[config.mk]
export PLATFORM = sky130hd
export DESIGN_NAME = cowd_top
export DESIGN_NICKNAME = d
export VERILOG_FILES = /design/src/hdl/cowd_pkg.sv /design/src/hdl/cowd_decode.sv /design/src/hdl/cowd_div.sv /design/src/hdl/cowd_top.sv
export SDC_FILE = /design/constraint.sdc
export NUM_CORES = 1
export LEC_CHECK = 0
export ABC_CLOCK_PERIOD_IN_PS = 5600
export BUFFER_PORTS_ARGS = -buffer_cell sky130_fd_sc_hd__buf_2
export CAP_MARGIN = 20
export CELL_PAD_IN_SITES_DETAIL_PLACEMENT = 0
export CELL_PAD_IN_SITES_GLOBAL_PLACEMENT = 1
export CORE_MARGIN = 3
export CORE_UTILIZATION = 44
export CTS_CLUSTER_DIAMETER = 100
export DETAILED_ROUTE_END_ITERATION = 8
export GPL_TIMING_DRIVEN = 0
export PLACE_DENSITY = 0.84
export SETUP_SLACK_MARGIN = 0.02
export SYNTH_ARGS = -nofsm -noshare
export SYNTH_HDL_FRONTEND = slang
export SYNTH_SLANG_ARGS = --single-unit
[constraint.sdc]
create_clock -name pclk -period 5.6 [get_ports pclk]
set_input_delay 0 -clock pclk [delete_from_list [all_inputs] [get_ports pclk]]
set_output_delay 0 -clock pclk [all_outputs]
set_load 0.005 [all_outputs]
[src/hdl/cowd_pkg.sv]
package cowd_pkg;

  localparam int          DATA_W         = 32;
  localparam int          ADDR_W         = 12;
  localparam int          WORD_W         = 13;
  localparam int          NUM_WORDS      = 3;

  // apb byte offsets
  localparam logic [11:0] OFS_WORD0      = 12'h000;
  localparam logic [11:0] OFS_WORD1      = 12'h004;
  localparam logic [11:0] OFS_WORD2      = 12'h008;
  localparam logic [11:0] OFS_STATUS     = 12'h00c;

  // option word 0 field positions
  localparam int          BIT_PERIOD     = 8;
  localparam int          BIT_WDT_OFF    = 7;
  localparam int          BIT_JUMP       = 6;
  localparam int          BIT_CLK_SRC    = 4;
  localparam int          BIT_POWER      = 3;
  localparam int          PROT_LSB       = 0;
  localparam int          PROT_W         = 3;
  localparam logic [2:0]  PROT_OPEN      = 3'h7;
  // content of a store never programmed
  localparam logic [12:0] ERASED_WORD    = 13'h1fff;

  // status register field positions
  localparam int          STAT_OPT_LSB   = 0;
  localparam int          STAT_VALID_BIT = 8;

  // oscillator periods per instruction cycle
  localparam int          DIV_SHORT      = 2;
  localparam int          DIV_LONG       = 4;

  typedef struct packed {
    logic instr_period_sel;
    logic watchdog_off_sel;
    logic jump_cycle_sel;
    logic clock_source_sel;
    logic drive_power_sel;
    logic write_protect_en;
  } cowd_opt_t;

  // protected until the first capture
  localparam cowd_opt_t   OPT_RESET      = 6'h01;

  typedef enum logic [1:0] {
    ST_RESET   = 2'b00,
    ST_CAPTURE = 2'b01,
    ST_RUN     = 2'b11
  } cowd_state_t;

  typedef struct packed {
    logic              psel;
    logic              penable;
    logic              pwrite;
    logic [11:0]       paddr;
    logic [31:0]       pwdata;
  } cowd_apb_req_t;

  typedef struct packed {
    logic [31:0]       prdata;
    logic              pready;
    logic              pslverr;
  } cowd_apb_rsp_t;

endpackage

[src/hdl/cowd_decode.sv]
`timescale 1ns/100ps
`default_nettype none
module cowd_decode (
  input  wire logic [12:0]         word,
  output cowd_pkg::cowd_opt_t      opt
);

  // bits 12 to 9 and bit 5 are not looked at
  assign opt.instr_period_sel = word[cowd_pkg::BIT_PERIOD];
  assign opt.watchdog_off_sel = word[cowd_pkg::BIT_WDT_OFF];
  assign opt.jump_cycle_sel   = word[cowd_pkg::BIT_JUMP];
  assign opt.clock_source_sel = word[cowd_pkg::BIT_CLK_SRC];
  assign opt.drive_power_sel  = word[cowd_pkg::BIT_POWER];
  assign opt.write_protect_en =
    (word[cowd_pkg::PROT_LSB +: cowd_pkg::PROT_W] != cowd_pkg::PROT_OPEN);

endmodule // cowd_decode
`default_nettype wire

[src/hdl/cowd_div.sv]
`timescale 1ns/100ps
`default_nettype none
module cowd_div #(
  parameter int MAXDIV = cowd_pkg::DIV_LONG
) (
  input  wire logic pclk,
  input  wire logic presetn,
  input  wire logic run,
  input  wire logic div_long,
  output logic      tick
);

  localparam int CW = $clog2(MAXDIV);

  localparam logic [CW-1:0] LAST_SHORT = CW'(cowd_pkg::DIV_SHORT - 1);
  localparam logic [CW-1:0] LAST_LONG  = CW'(cowd_pkg::DIV_LONG - 1);

  typedef struct packed {
    logic [CW-1:0] cnt;
    logic          tick;
  } cowd_div_state_t;

  cowd_div_state_t cur;
  cowd_div_state_t next_cur;
  logic [CW-1:0]   last;

  always_comb
  begin
    next_cur      = cur;
    last          = div_long ? LAST_LONG : LAST_SHORT;
    next_cur.tick = 1'b0;
    if (!run)
    begin
      next_cur.cnt = '0;
    end
    else if (cur.cnt >= last)
    begin
      next_cur.cnt  = '0;
      next_cur.tick = 1'b1;
    end
    else
    begin
      next_cur.cnt = cur.cnt + CW'(1);
    end
  end

  always_ff @(posedge pclk or negedge presetn)
  begin
    if (!presetn)
    begin
      cur <= '0;
    end
    else
    begin
      cur <= next_cur;
    end
  end

  assign tick = cur.tick;

endmodule // cowd_div
`default_nettype wire

[src/hdl/cowd_top.sv]
// Operation
// - option words live in their own store, apart from program memory
// - the running program has no path to read or change option bits
// - bit 8 selects two or four oscillator periods per instruction cycle
// - bit 7 low enables the watchdog, high disables it
// - bit 6 selects one or two cycles for jump and call
// - bit 4 selects RC clock when low, crystal when high
// - bit 3 selects low power when low, high power when high
// - protection is off only when bits 2 to 0 are all ones
// - bits 12 to 9 of word 0 are ignored
// - words 1 and 2 hold a 13-bit customer id with no effect
// - four-period mode feeds the timer counter oscillator divided by four
`timescale 1ns/100ps
`default_nettype none
module cowd_top (
  input  wire logic                    pclk,
  input  wire logic                    presetn,
  input  wire logic                    prog_en,
  input  wire cowd_pkg::cowd_apb_req_t apb_req,
  output cowd_pkg::cowd_apb_rsp_t      apb_rsp,
  output cowd_pkg::cowd_opt_t          opt,
  output logic [12:0]                  customer_id1,
  output logic [12:0]                  customer_id2,
  output logic                         options_valid,
  output logic                         instr_tick,
  output logic                         timer_tick
);

  typedef struct packed {
    cowd_pkg::cowd_state_t   state;
    cowd_pkg::cowd_opt_t     opt;
    logic [12:0]             id1;
    logic [12:0]             id2;
    cowd_pkg::cowd_apb_rsp_t rsp;
    logic                    valid;
  } cowd_top_state_t;

  cowd_top_state_t     cur;
  cowd_top_state_t     next_cur;
  cowd_pkg::cowd_opt_t dec_opt;
  // erased until the programmer writes it
  logic [12:0]         opt_mem [cowd_pkg::NUM_WORDS] = '{default: cowd_pkg::ERASED_WORD};
  logic                setup;
  logic                access;
  logic                is_word;
  logic [1:0]          word_idx;
  logic                wr_take;
  logic                run;
  logic [31:0]         stat;

  // non-volatile store, reachable only over the programming bus
  always @(posedge pclk)
  begin
    if (wr_take)
    begin
      opt_mem[word_idx] <= apb_req.pwdata[12:0];
    end
  end

  cowd_decode u_decode (
    .word (opt_mem[0]),
    .opt  (dec_opt)
  );

  assign setup    = apb_req.psel && !apb_req.penable;
  assign access   = apb_req.psel && apb_req.penable && cur.rsp.pready;
  assign word_idx = apb_req.paddr[3:2];
  assign is_word  = (apb_req.paddr == cowd_pkg::OFS_WORD0) ||
                    (apb_req.paddr == cowd_pkg::OFS_WORD1) ||
                    (apb_req.paddr == cowd_pkg::OFS_WORD2);
  // writes only with the programmer attached
  assign wr_take  = access && apb_req.pwrite && is_word && prog_en;
  assign run      = (cur.state == cowd_pkg::ST_RUN);

  always_comb
  begin
    next_cur             = cur;
    stat                 = '0;
    stat[cowd_pkg::STAT_OPT_LSB +: 6] = cur.opt;
    stat[cowd_pkg::STAT_VALID_BIT]    = run;
    next_cur.rsp.pready  = 1'b0;
    // capture once per reset, then hold
    case (cur.state)
      cowd_pkg::ST_RESET:
      begin
        next_cur.state = cowd_pkg::ST_CAPTURE;
      end
      cowd_pkg::ST_CAPTURE:
      begin
        next_cur.state = cowd_pkg::ST_RUN;
        next_cur.opt   = dec_opt;
        next_cur.id1   = opt_mem[1];
        next_cur.id2   = opt_mem[2];
        next_cur.valid = 1'b1;
      end
      cowd_pkg::ST_RUN:
      begin
        next_cur.state = cowd_pkg::ST_RUN;
      end
      default:
      begin
        next_cur.state = cowd_pkg::ST_RESET;
      end
    endcase
    if (setup)
    begin
      next_cur.rsp.pready  = 1'b1;
      next_cur.rsp.pslverr = 1'b0;
      next_cur.rsp.prdata  = '0;
      if (is_word)
      begin
        if (apb_req.pwrite)
        begin
          next_cur.rsp.pslverr = !prog_en;
        end
        else if (!prog_en || cur.opt.write_protect_en)
        begin
          next_cur.rsp.pslverr = 1'b1;
        end
        else
        begin
          next_cur.rsp.prdata = {19'h0, opt_mem[word_idx]};
        end
      end
      else if (apb_req.paddr == cowd_pkg::OFS_STATUS)
      begin
        next_cur.rsp.pslverr = apb_req.pwrite;
        next_cur.rsp.prdata  = apb_req.pwrite ? 32'h0 : stat;
      end
      else
      begin
        next_cur.rsp.pslverr = 1'b1;
      end
    end
  end

  always_ff @(posedge pclk or negedge presetn)
  begin
    if (!presetn)
    begin
      cur.state <= cowd_pkg::ST_RESET;
      cur.opt   <= cowd_pkg::OPT_RESET;
      cur.id1   <= '0;
      cur.id2   <= '0;
      cur.rsp   <= '0;
      cur.valid <= 1'b0;
    end
    else
    begin
      cur <= next_cur;
    end
  end

  // instruction cycle rate from bit 8
  cowd_div #(
    .MAXDIV (cowd_pkg::DIV_LONG)
  ) u_instr_div (
    .pclk     (pclk),
    .presetn  (presetn),
    .run      (run),
    .div_long (cur.opt.instr_period_sel),
    .tick     (instr_tick)
  );

  // timer counter clock follows the same division
  cowd_div #(
    .MAXDIV (cowd_pkg::DIV_LONG)
  ) u_timer_div (
    .pclk     (pclk),
    .presetn  (presetn),
    .run      (run),
    .div_long (cur.opt.instr_period_sel),
    .tick     (timer_tick)
  );

  assign apb_rsp       = cur.rsp;
  assign opt           = cur.opt;
  assign customer_id1  = cur.id1;
  assign customer_id2  = cur.id2;
  assign options_valid = cur.valid;
endmodule // cowd_top
`default_nettype wire

==> results of run 1 <==
## sequential cells by signal, indices dropped and copies added, names as in the netlist
| signal | count |
|---|---|
| apb_rsp | 15 |
| cur | 2 |
| customer_id1 | 13 |
| customer_id2 | 13 |
| opt | 6 |
| opt_mem | 39 |
| options_valid | 1 |
| u_instr_div.cur | 2 |
| u_instr_div.tick | 1 |
| u_timer_div.cur | 2 |
| u_timer_div.tick | 1 |
## cells by family (layout without fill, tap and decap cells)
group,Yosys count,count (layout)
AO/OA/AOI/OAI,39,39
flip-flops,95,95
AND/OR/NAND/NOR,50,50
buffers and inverters,80,194
adder cells (fa/ha/maj),2,2
multiplexers,46,46
other,1,19
## metal layers
metal / GRT usage, % / vias to the layer above / share of wire [%]
li1: - / 1270 / -
met1: 21.17 / 1299 / 43
met2: 28.04 / 87 / 49
met3: 4.291 / 9 / 7.0
met4: 5.983 / 0 / 1.4
met5: 0 / - / 0
## final timing paths
kind / from / endpoint / slack, ns / depth (start not counted)
setup / recovery: apb_req[37] / opt_mem[2][4] / 3.44 / 6
hold / removal: prog_en / apb_rsp[0] / 0.03 / 4
setup reg to reg: cur[68] / customer_id1[3] / 3.68 / 4
hold reg to reg: options_valid / options_valid / 0.48 / 1
max in group asynchronous: presetn / opt[0] / 4.74 / 3
min in group asynchronous: presetn / customer_id1[12] / 0.20 / 2
## placed cells by master (no fill, tap or decap), drive strengths merged, types with 6 or more instances in the layout
| cell type | instances |
|---|---|
| mux2 | 31 |
| nor2 | 19 |
| edfxtp | 39 |
| clkbuf | 16 |
| a22oi | 6 |
| a21oi | 15 |
| dlygate4sd3 | 16 |
| dfrtp | 55 |
| nand2 | 8 |
| buf | 152 |
| conb | 19 |
| mux2i | 15 |
| o21ai | 14 |
## layout make-up
class / count / area, um^2 / area share [%]
clock buffer: 9 / 123.9 / 2.368
buffer: 78 / 566.8 / 10.83
inverter: 2 / 7.507 / 0.1435
clock inverter: 7 / 71.32 / 1.363
timing repair buffer: 98 / 604.3 / 11.55
tap: 126 / 157.7 / 3.014
multi-input combinational: 156 / 1126 / 21.53
sequential: 95 / 2574 / 49.20
## what timing repair did
item	in CTS	in global routing
setup buffers	0	0
hold buffers	16	0
endpoints found under the setup margin	0	0
endpoints found under the hold margin	66	0
## worst max-delay path: stages
cell,delay [ns]
dlygate4sd3_1,0.54
buf_2,0.14
nor4_4,0.33
nand4_1,0.29
nor3b_2,0.67
buf_6,0.24
## power by group through the flow
stage / clock [W] / sequential, W / combinational, W
3_5_place_dp: 0 / 0.000774 / 0.000108
2_1_floorplan: 0 / 0.000772 / 0.0000641
3_3_place_gp: 0 / 0.000772 / 0.000101
6_report: 0.000437 / 0.000759 / 0.000116
4_1_cts: 0.000450 / 0.000759 / 0.000117
5_1_grt: 0.000478 / 0.000763 / 0.000131
## metrics by stage
step / instances / worst slack [ns] / total power, W / util [%] / area [um^2]
after floorplan: 331 / 3.119 / 0.0008365 / - / 4259
after global placement: 535 / 2.119 / 0.0008728 / 53.55 / 4807
after detailed placement: 539 / 3.102 / 0.0008816 / 54.32 / 4876
after CTS: 571 / 3.429 / 0.001325 / 58.28 / 5231
after global routing: 571 / 3.355 / 0.001371 / 58.28 / 5231
final: 571 / 3.440 / 0.001312 / 58.28 / 5231
==> results_dict.tcl, run 1 <==
set metrics [dict create \
    status "completed" \
    finalSetupViolations 0 \
    synth_edf_count 39 \
    cts_tree "done" \
    required_ns 5.67 \
    crit_arrival_ns 2.23 \
    worst-slew-pin-transition_ns 0.7380 \
    synth_adder_area_share_pct 0.5970 \
    grt_overflow 0 \
    wl_per_cell_um 15.07 \
    clockBufferDepth 2 \
    p_comb_share_pct 8.8 \
    grt_max_degree 31 \
    htreeDepth 3 \
    n_fill_cell 769 \
    num_antenna_cells 0 \
    setup_tns_ns 0 \
    coreArea_um2 8976 \
    viasPerCell 4.667 \
    power_switching_share_pct 23.05 \
    die_x_um 103.6 \
    syn_area_um2 4192 \
    die_height_um 103.6 \
    die_area_um2 10730 \
    period_needed_ns 2.160 \
    postRouteAntennaNets 0 \
    netlist_instances 313 \
    layout-drive-gt1-share_pct 46.74 \
    internal_power_w 0.001009 \
    hold_path_class "primary input to flop" \
    grt_pass1_wl_um 14190 \
    hpwl_um 6180 \
    cts_inserted_buffers 9 \
    async_flop_share_pct 58.95 \
    maxSlewViolCount 0 \
    fin_crit_sh_pct 38.57 \
    synth_top_family_by_area "buffers and inverters" \
    holdWs_ns 0.02981 \
    vdd_drop_max_mv 0.1660 \
    ctsResizeCount 0 \
    dr.pass1.iters 4 \
    rsz0062_at_grt "no" \
    synth_area_leaders "dfrtp_1 33%, edfxtp_1 28%, buf_4 12%" \
    yosys_warnings 0 \
    critPathLaunchType "primary input" \
    synth_most_common_cell "buf_4" \
    synth_cell_type_count 34 \
    p_leak_nw 2.398 \
    synth_xor_area_share_pct 0 \
    power_frac_seq_pct 57.8 \
    synth-compound-area-share_pct 5.224 \
    max_freq_mhz 463.0 \
    gp_congestion 0.7689 \
    num-nets-final 492 \
    synth_top_area_cell "dfrtp_1" \
    grt_pass1_vias 2752 \
    first_iter_violations 116 \
    rows 34 \
    ys_ff_latch 95 \
    synthMuxAreaShare_pct 11.91 \
    max_slew_margin_pct 50.54 \
    syn-mean-instance-area_um2 13.39 \
    finClkSkew_ns 0.01043 \
    clkSinkCount 95 \
    antenna_found_initial 0 \
    cap_violations 0 \
    clkLatencyLatePin_ns 0.36 \
    route.vias.total 2665 \
    cp-end-kind "flop" \
    switchingPower_w 0.0003024 \
    yosysSeqAreaShare_pct 61.40 \
    routed_wl_um 8605 \
    grt_util_all_layers_pct 16.76 \
    start_util_pct 46.70 \
    crit_path_max_fanout 7 \
    critical_path_class "primary input to flop" \
    drc 0 \
    synth_top_area_share_pct 32.84 \
    numPortBuffers 78 \
    synthTopCellsByCount "66 x buf_4, 55 x dfrtp_1, 39 x edfxtp_1" \
    p_clk_share_pct 33.3 \
    clkTransAtPathRegs_ns 0.09 \
    syn2layout_area_growth_pct 24.81 \
    synthFlopType "dfrtp_1" \
    cts_root_buffer "clkbuf_8" \
    power.density_nw_per_um2 250.8 \
    synthSimpleGateAreaFrac_pct 7.075 \
    finalHoldViolCount 0 \
    pin_count 119 \
]
No activity file was read; power rests on OpenSTA's default activity.
==> run 2: changes to the inputs <==
--- a/config.mk
+++ b/config.mk
@@ -5,17 +5,17 @@
 export SDC_FILE = /design/constraint.sdc
 export NUM_CORES = 1
 export LEC_CHECK = 0
-export ABC_CLOCK_PERIOD_IN_PS = 5600
+export ABC_CLOCK_PERIOD_IN_PS = 2000
 export BUFFER_PORTS_ARGS = -buffer_cell sky130_fd_sc_hd__buf_2
 export CAP_MARGIN = 20
 export CELL_PAD_IN_SITES_DETAIL_PLACEMENT = 0
 export CELL_PAD_IN_SITES_GLOBAL_PLACEMENT = 1
 export CORE_MARGIN = 3
-export CORE_UTILIZATION = 44
+export CORE_UTILIZATION = 41
 export CTS_CLUSTER_DIAMETER = 100
 export DETAILED_ROUTE_END_ITERATION = 8
 export GPL_TIMING_DRIVEN = 0
-export PLACE_DENSITY = 0.84
+export PLACE_DENSITY = 0.79
 export SETUP_SLACK_MARGIN = 0.02
 export SYNTH_ARGS = -nofsm -noshare
 export SYNTH_HDL_FRONTEND = slang
==> constraint.sdc (replaced) <==
create_clock -name pclk -period 2 [get_ports pclk]
set_input_delay 0 -clock pclk [delete_from_list [all_inputs] [get_ports pclk]]
set_output_delay 0 -clock pclk [all_outputs]
set_load 0.005 [all_outputs]
==> results_dict.tcl, run 2 (synthesized netlist as in run 1, its figures left out) <==
set metrics [dict create \
    clkTransAtPathRegs_ns 0.09 \
    layout-drive-gt1-share_pct 48.12 \
    grt_util_met1_pct 19.65 \
    required_ns 2.07 \
    drc 0 \
    die_x_um 107.1 \
    crit_path_max_fanout 10 \
    max_freq_mhz 535.0 \
    num_antenna_cells 0 \
    route.vias.total 2656 \
    max_slew_margin_pct 46.95 \
    postRouteAntennaNets 0 \
    grt_pass1_wl_um 13840 \
    htreeDepth 3 \
    worst-slew-pin-transition_ns 0.7958 \
    ff2ff_path_depth 4 \
    critical_path_class "primary input to flop" \
    pin_count 119 \
    p_leak_nw 2.491 \
    start_util_pct 42.49 \
    finalSetupViolations 0 \
    total_power_w 0.003956 \
    num-nets-final 498 \
    cp-end-kind "flop" \
    first_iter_violations 94 \
    finalHoldViolCount 0 \
    fin_crit_sh_pct 93.46 \
    cts_inserted_buffers 9 \
    antenna_found_initial 0 \
    grt_use_met2_pct 27.44 \
    cp_cell_sequence "buf_2, or4_4, nor4_4, nand4_1, nor3_4, buf_6" \
    grt_busiest_layer "met2" \
    hold_path_class "primary input to flop" \
    status "completed" \
    crit_arrival_ns 1.94 \
    grt_use_met3_pct 4.455 \
    pre_cts_ws_ns -0.5321 \
    die_height_um 107.1 \
    rows 36 \
    mostFrequentLayoutCell "buf_2" \
    largest_register_ffs 39 \
    routed_wl_um 8795 \
    grt_max_degree 33 \
    power.density_nw_per_um2 737.7 \
    syn2layout_area_growth_pct 27.94 \
    maxSlewViolCount 0 \
    critPathLaunchType "primary input" \
    wl_per_cell_um 15.06 \
    cap_violations 0 \
    n_fill_cell 851 \
    slowest_stage "or4_4" \
    crit_family "simple AND/OR/NAND/NOR gates" \
    cts_tree "done" \
    grt_util_all_layers_pct 16.04 \
    worst_slack_ns 0.1307 \
    numPortBuffers 78 \
    die_area_um2 11470 \
    finClkSkew_ns 0.009067 \
    max_stage_delay_ns 0.56 \
    holdPathStages 3 \
    grt_overflow 0 \
    clkLatencyLatePin_ns 0.36 \
    vdd_drop_max_mv 0.3907 \
    cts_root_buffer "clkbuf_8" \
    dr.pass1.iters 4 \
    viasPerCell 4.548 \
    rsz0062_at_grt "no" \
    period_needed_ns 1.869 \
    grt_pass1_vias 2690 \
    top_register "opt_mem" \
    gp_congestion 0.7624 \
    coreArea_um2 9864 \
    crit_buf_inv 2 \
    final_cell_mix "80 x buf_2, 71 x buf_4, 55 x dfrtp_1" \
    cp.depth 6 \
    clkSinkCount 95 \
    clockBufferDepth 2 \
    hpwl_um 6321 \
]
-- run 2: area by class of cell --
cell class | instances | area (um^2) | area share, %
multi-input cells | 156 | 1145 | 21.35
flip-flops and latches | 95 | 2574 | 47.99
inverters | 2 | 7.507 | 0.1400
repair buffers | 104 | 654.4 | 12.20
clock buffers | 10 | 137.6 | 2.566
clock inverters | 6 | 107.6 | 2.007
plain buffers | 78 | 570.5 | 10.64
well taps | 133 | 166.4 | 3.103
-- run 2: worst paths after layout --
check / end / slack [ns] / startpoint
max in group asynchronous: opt[0] / 1.05 / presetn
worst max-delay path: opt_mem[0][12] / 0.13 / apb_req[43]
worst min-delay path: apb_rsp[2] / 0.04 / prog_en
min in group asynchronous: u_timer_div.tick / 0.26 / presetn
worst min register to register: options_valid / 0.47 / options_valid
worst max register to register: customer_id1[10] / 0.25 / cur[68]
-- run 2: where the power goes --
part	switching (W)	internal [W]	total (W)	leakage, nW
Sequential	0.0000399	0.00209	0.00213	1.03
Combinational	0.000162	0.000164	0.000326	1.34
Clock	0.000644	0.000860	0.00150	0.122
Total	0.000846	0.00311	0.00396	2.49
-- run 2: stage by stage --
| step | hold WS [ns] | util, % | std cells | cell area [um^2] | TNS [ns] |
|---|---|---|---|---|---|
| 2_1_floorplan | -0.2956 | - | 331 | 4274 | -2.344 |
| 3_3_place_gp | 0.2005 | 48.97 | 542 | 4831 | -27.51 |
| 3_5_place_dp | 0.1378 | 49.52 | 546 | 4885 | -13.81 |
| 4_1_cts | 0.03170 | 54.16 | 583 | 5343 | 0 |
| 5_1_grt | 0.07524 | 54.36 | 584 | 5363 | 0 |
| 6_report | 0.04348 | 54.36 | 584 | 5363 | 0 |
-- run 2: repair_timing --
| item | CTS | global route |
|---|---|---|
| endpoints found under the hold margin | 71 | 0 |
| buffers inserted | 4 | 1 |
| pin swaps | 2 | 1 |
| hold buffers | 17 | 0 |
| endpoints found under the setup margin | 23 | 38 |
| resized for setup | 2 | 8 |
-- run 2: tightest hold or removal path: stages --
cell and delay, ns:
buf_2 0.12, nand4b_2 0.15, o21ai_0 0.10
-- run 2: layer usage --
layer,share of wire (%),up-vias
li1,-,1283
met1,43,1295
met2,51,70
met3,5.0,8
met4,1.3,0
met5,0,-
==> run 3: changes to the inputs <==
--- a/config.mk
+++ b/config.mk
@@ -19,4 +19,5 @@
 export SETUP_SLACK_MARGIN = 0.02
 export SYNTH_ARGS = -nofsm -noshare
 export SYNTH_HDL_FRONTEND = slang
+export SYNTH_HIERARCHICAL = 1
 export SYNTH_SLANG_ARGS = --single-unit
==> results_dict.tcl, run 3 <==
set metrics [dict create \
    grt_overflow 0 \
    synth_most_common_cell "buf_4" \
    cts_tree "done" \
    stdcell_count 586 \
    numPortBuffers 79 \
    top_register "opt_mem" \
    clkTransAtPathRegs_ns 0.09 \
    setup_tns_ns 0 \
    fin_crit_sh_pct 85.76 \
    wl_per_cell_um 14.76 \
    route.vias.total 2646 \
    viasPerCell 4.515 \
    postRouteAntennaNets 0 \
    num_antenna_cells 0 \
    hp-start "apb_req[35]" \
    grt_util_all_layers_pct 15.52 \
    synth_edf_count 39 \
    worst_hold_path.endpoint "apb_rsp[3]" \
    mostFrequentLayoutCell "buf_2" \
    die_height_um 108.0 \
    grt_pass1_vias 2799 \
    critPathLaunchType "flop" \
    synth_top_area_cell "dfrtp_1" \
    syn-mean-instance-area_um2 13.26 \
    pin_count 119 \
    total_power_w 0.003784 \
    period_needed_ns 1.715 \
    final_cell_mix "84 x buf_2, 72 x buf_4, 55 x dfrtp_1" \
    die_area_um2 11670 \
    coreArea_um2 9955 \
    dp.cells 555 \
    synth_cell_type_count 37 \
    grt_util_met1_pct 19.36 \
    hold_path_class "primary input to flop" \
    largest_register_ffs 39 \
    required_ns 2.06 \
    crit_family "simple AND/OR/NAND/NOR gates" \
    yosys_warnings 6 \
    synthTopCellsByCount "72 x buf_4, 55 x dfrtp_1, 39 x edfxtp_1" \
    max_slew_margin_pct 54.08 \
    p_leak_nw 2.456 \
    rows 36 \
    max_stage_delay_ns 0.46 \
    critical_path_class "flop to flop" \
    maxSlewViolCount 0 \
    grt_max_degree 35 \
    syn_area_um2 4269 \
    hpwl_um 6258 \
    r2r_slack_ns 0.28 \
    start_util_pct 42.89 \
    cap_violations 0 \
    cp_cell_sequence "nand4_1, nor4_1, nor2b_2, buf_6" \
    async_flop_share_pct 58.95 \
    htreeDepth 3 \
    slowest_stage "nor2b_2" \
    die_x_um 108.0 \
    synthFlopType "dfrtp_1" \
    synth_top_area_share_pct 32.24 \
    layout-drive-gt1-share_pct 48.79 \
    ff2ff_path_depth 4 \
    max_freq_mhz 583.0 \
    final_core_util_pct 53.47 \
    gp_congestion 0.7594 \
    r2r_start "apb_rsp[1]" \
    ys_ff_latch 95 \
    finalSetupViolations 0 \
    finClkSkew_ns 0.01176 \
    dr.pass1.iters 4 \
    antenna_found_initial 0 \
    vdd_drop_max_mv 0.4075 \
    worst-slew-pin-transition_ns 0.6889 \
    yosysSeqAreaShare_pct 60.29 \
    cts_root_buffer "clkbuf_8" \
    clkSinkCount 95 \
    drc 0 \
    grt_busiest_layer "met2" \
    synth_area_leaders "dfrtp_1 32%, edfxtp_1 27%, buf_4 13%" \
    holdPathStages 4 \
    finalHoldViolCount 0 \
    grt_use_met3_pct 4.060 \
    power.density_nw_per_um2 710.9 \
    grt_use_met2_pct 27.04 \
    syn2layout_area_growth_pct 24.68 \
    routed_wl_um 8648 \
    rsz0062_at_grt "no" \
    clockBufferDepth 2 \
    grt_pass1_wl_um 13720 \
    r2r-end "opt_mem[0][8]" \
    netlist_instances 322 \
    holdWs_ns 0.07052 \
    num-nets-final 500 \
    cts_inserted_buffers 9 \
    crit_path_max_fanout 7 \
    first_iter_violations 103 \
    crit_buf_inv 1 \
    clkLatencyLatePin_ns 0.35 \
    cp-end-kind "flop" \
    crit_arrival_ns 1.78 \
    status "completed" \
]
-- run 3: changes by cell type in the layout (fill, tap and decap cells not counted), sizes merged, moves of 2 or more --
cell    before  now
or3b         1    3
nand2b       5   10
nor4         2    4
mux2i       15   13
or4          2    0
a31oi        2    0
nor3         5    0
nor2        19   16
inv          2    4
a21oi       15   19
and2         0    2
buf        157  161
nor2b        1    3
-- run 3: stage by stage --
stage / instance area, um^2 / setup WS (ns)
3_3_place_gp: 4905 / -0.5807
4_1_cts: 5321 / 0.1303
3_5_place_dp: 4956 / -0.2437
5_1_grt: 5323 / 0.1017
6_report: 5323 / 0.2849
2_1_floorplan: 4343 / 0.2083
-- run 3: area by class of cell --
| type | instances | area (um^2) |
|---|---|---|
| Inverter | 3 | 11.26 |
| Tap cell | 133 | 166.4 |
| Clock inverter | 5 | 81.33 |
| Clock buffer | 11 | 131.4 |
| Buffer | 84 | 600.6 |
| Fill cell | 896 | 4632 |
| Multi-Input combinational cell | 158 | 1170 |
| Sequential cell | 95 | 2574 |
| Timing Repair Buffer | 97 | 588.1 |
-- run 3: tightest hold or removal path: stages --
cell and delay [ns]:
buf_2 0.12, a21oi_4 0.07, nand4b_4 0.11, o21ai_0 0.08
-- run 3: worst max-delay path by stage --
| stage | start | depth (start not counted) | to | slack, ns |
|---|---|---|---|---|
| 2_1_floorplan | apb_req[33] | 4 | opt_mem[0][0] | 0.21 |
| 3_3_place_gp | apb_req[41] | 4 | opt_mem[2][9] | -0.58 |
| 3_5_place_dp | apb_req[41] | 6 | opt_mem[0][7] | -0.24 |
| 4_1_cts | apb_rsp[1] | 3 | opt_mem[1][8] | 0.13 |
| 5_1_grt | apb_rsp[1] | 4 | opt_mem[0][8] | 0.10 |
| 6_report | apb_rsp[1] | 4 | opt_mem[0][8] | 0.28 |
-- run 3: routing by layer --
layer,vias to the layer above,part of all wire (%)
met3,8,5.4
met1,1272,44
met4,0,0.96
met5,-,0
met2,87,50
li1,1279,-
-- run 3: cell families after synthesis --
group	synth area share [%]
other	0.08784
multiplexers	11.49
flip-flops	60.29
buffers and inverters	14.33
AND/OR/NAND/NOR	7.093
AO/OA/AOI/OAI	6.126
adder cells (fa/ha/maj)	0.5861
-- run 3: where the power goes --
part,internal (W),switching [W]
combinational,0.000157,0.000160
clock,0.000709,0.000652
sequential,0.00208,0.0000299
total,0.00294,0.000842
-- run 3: repair_timing --
item | in CTS | in global routing
pin swaps | 0 | 0
hold buffers | 15 | 0
endpoints found under the setup margin | 7 | 13
buffers inserted | 0 | 0
resized for setup | 1 | 1
endpoints found under the hold margin | 61 | 0
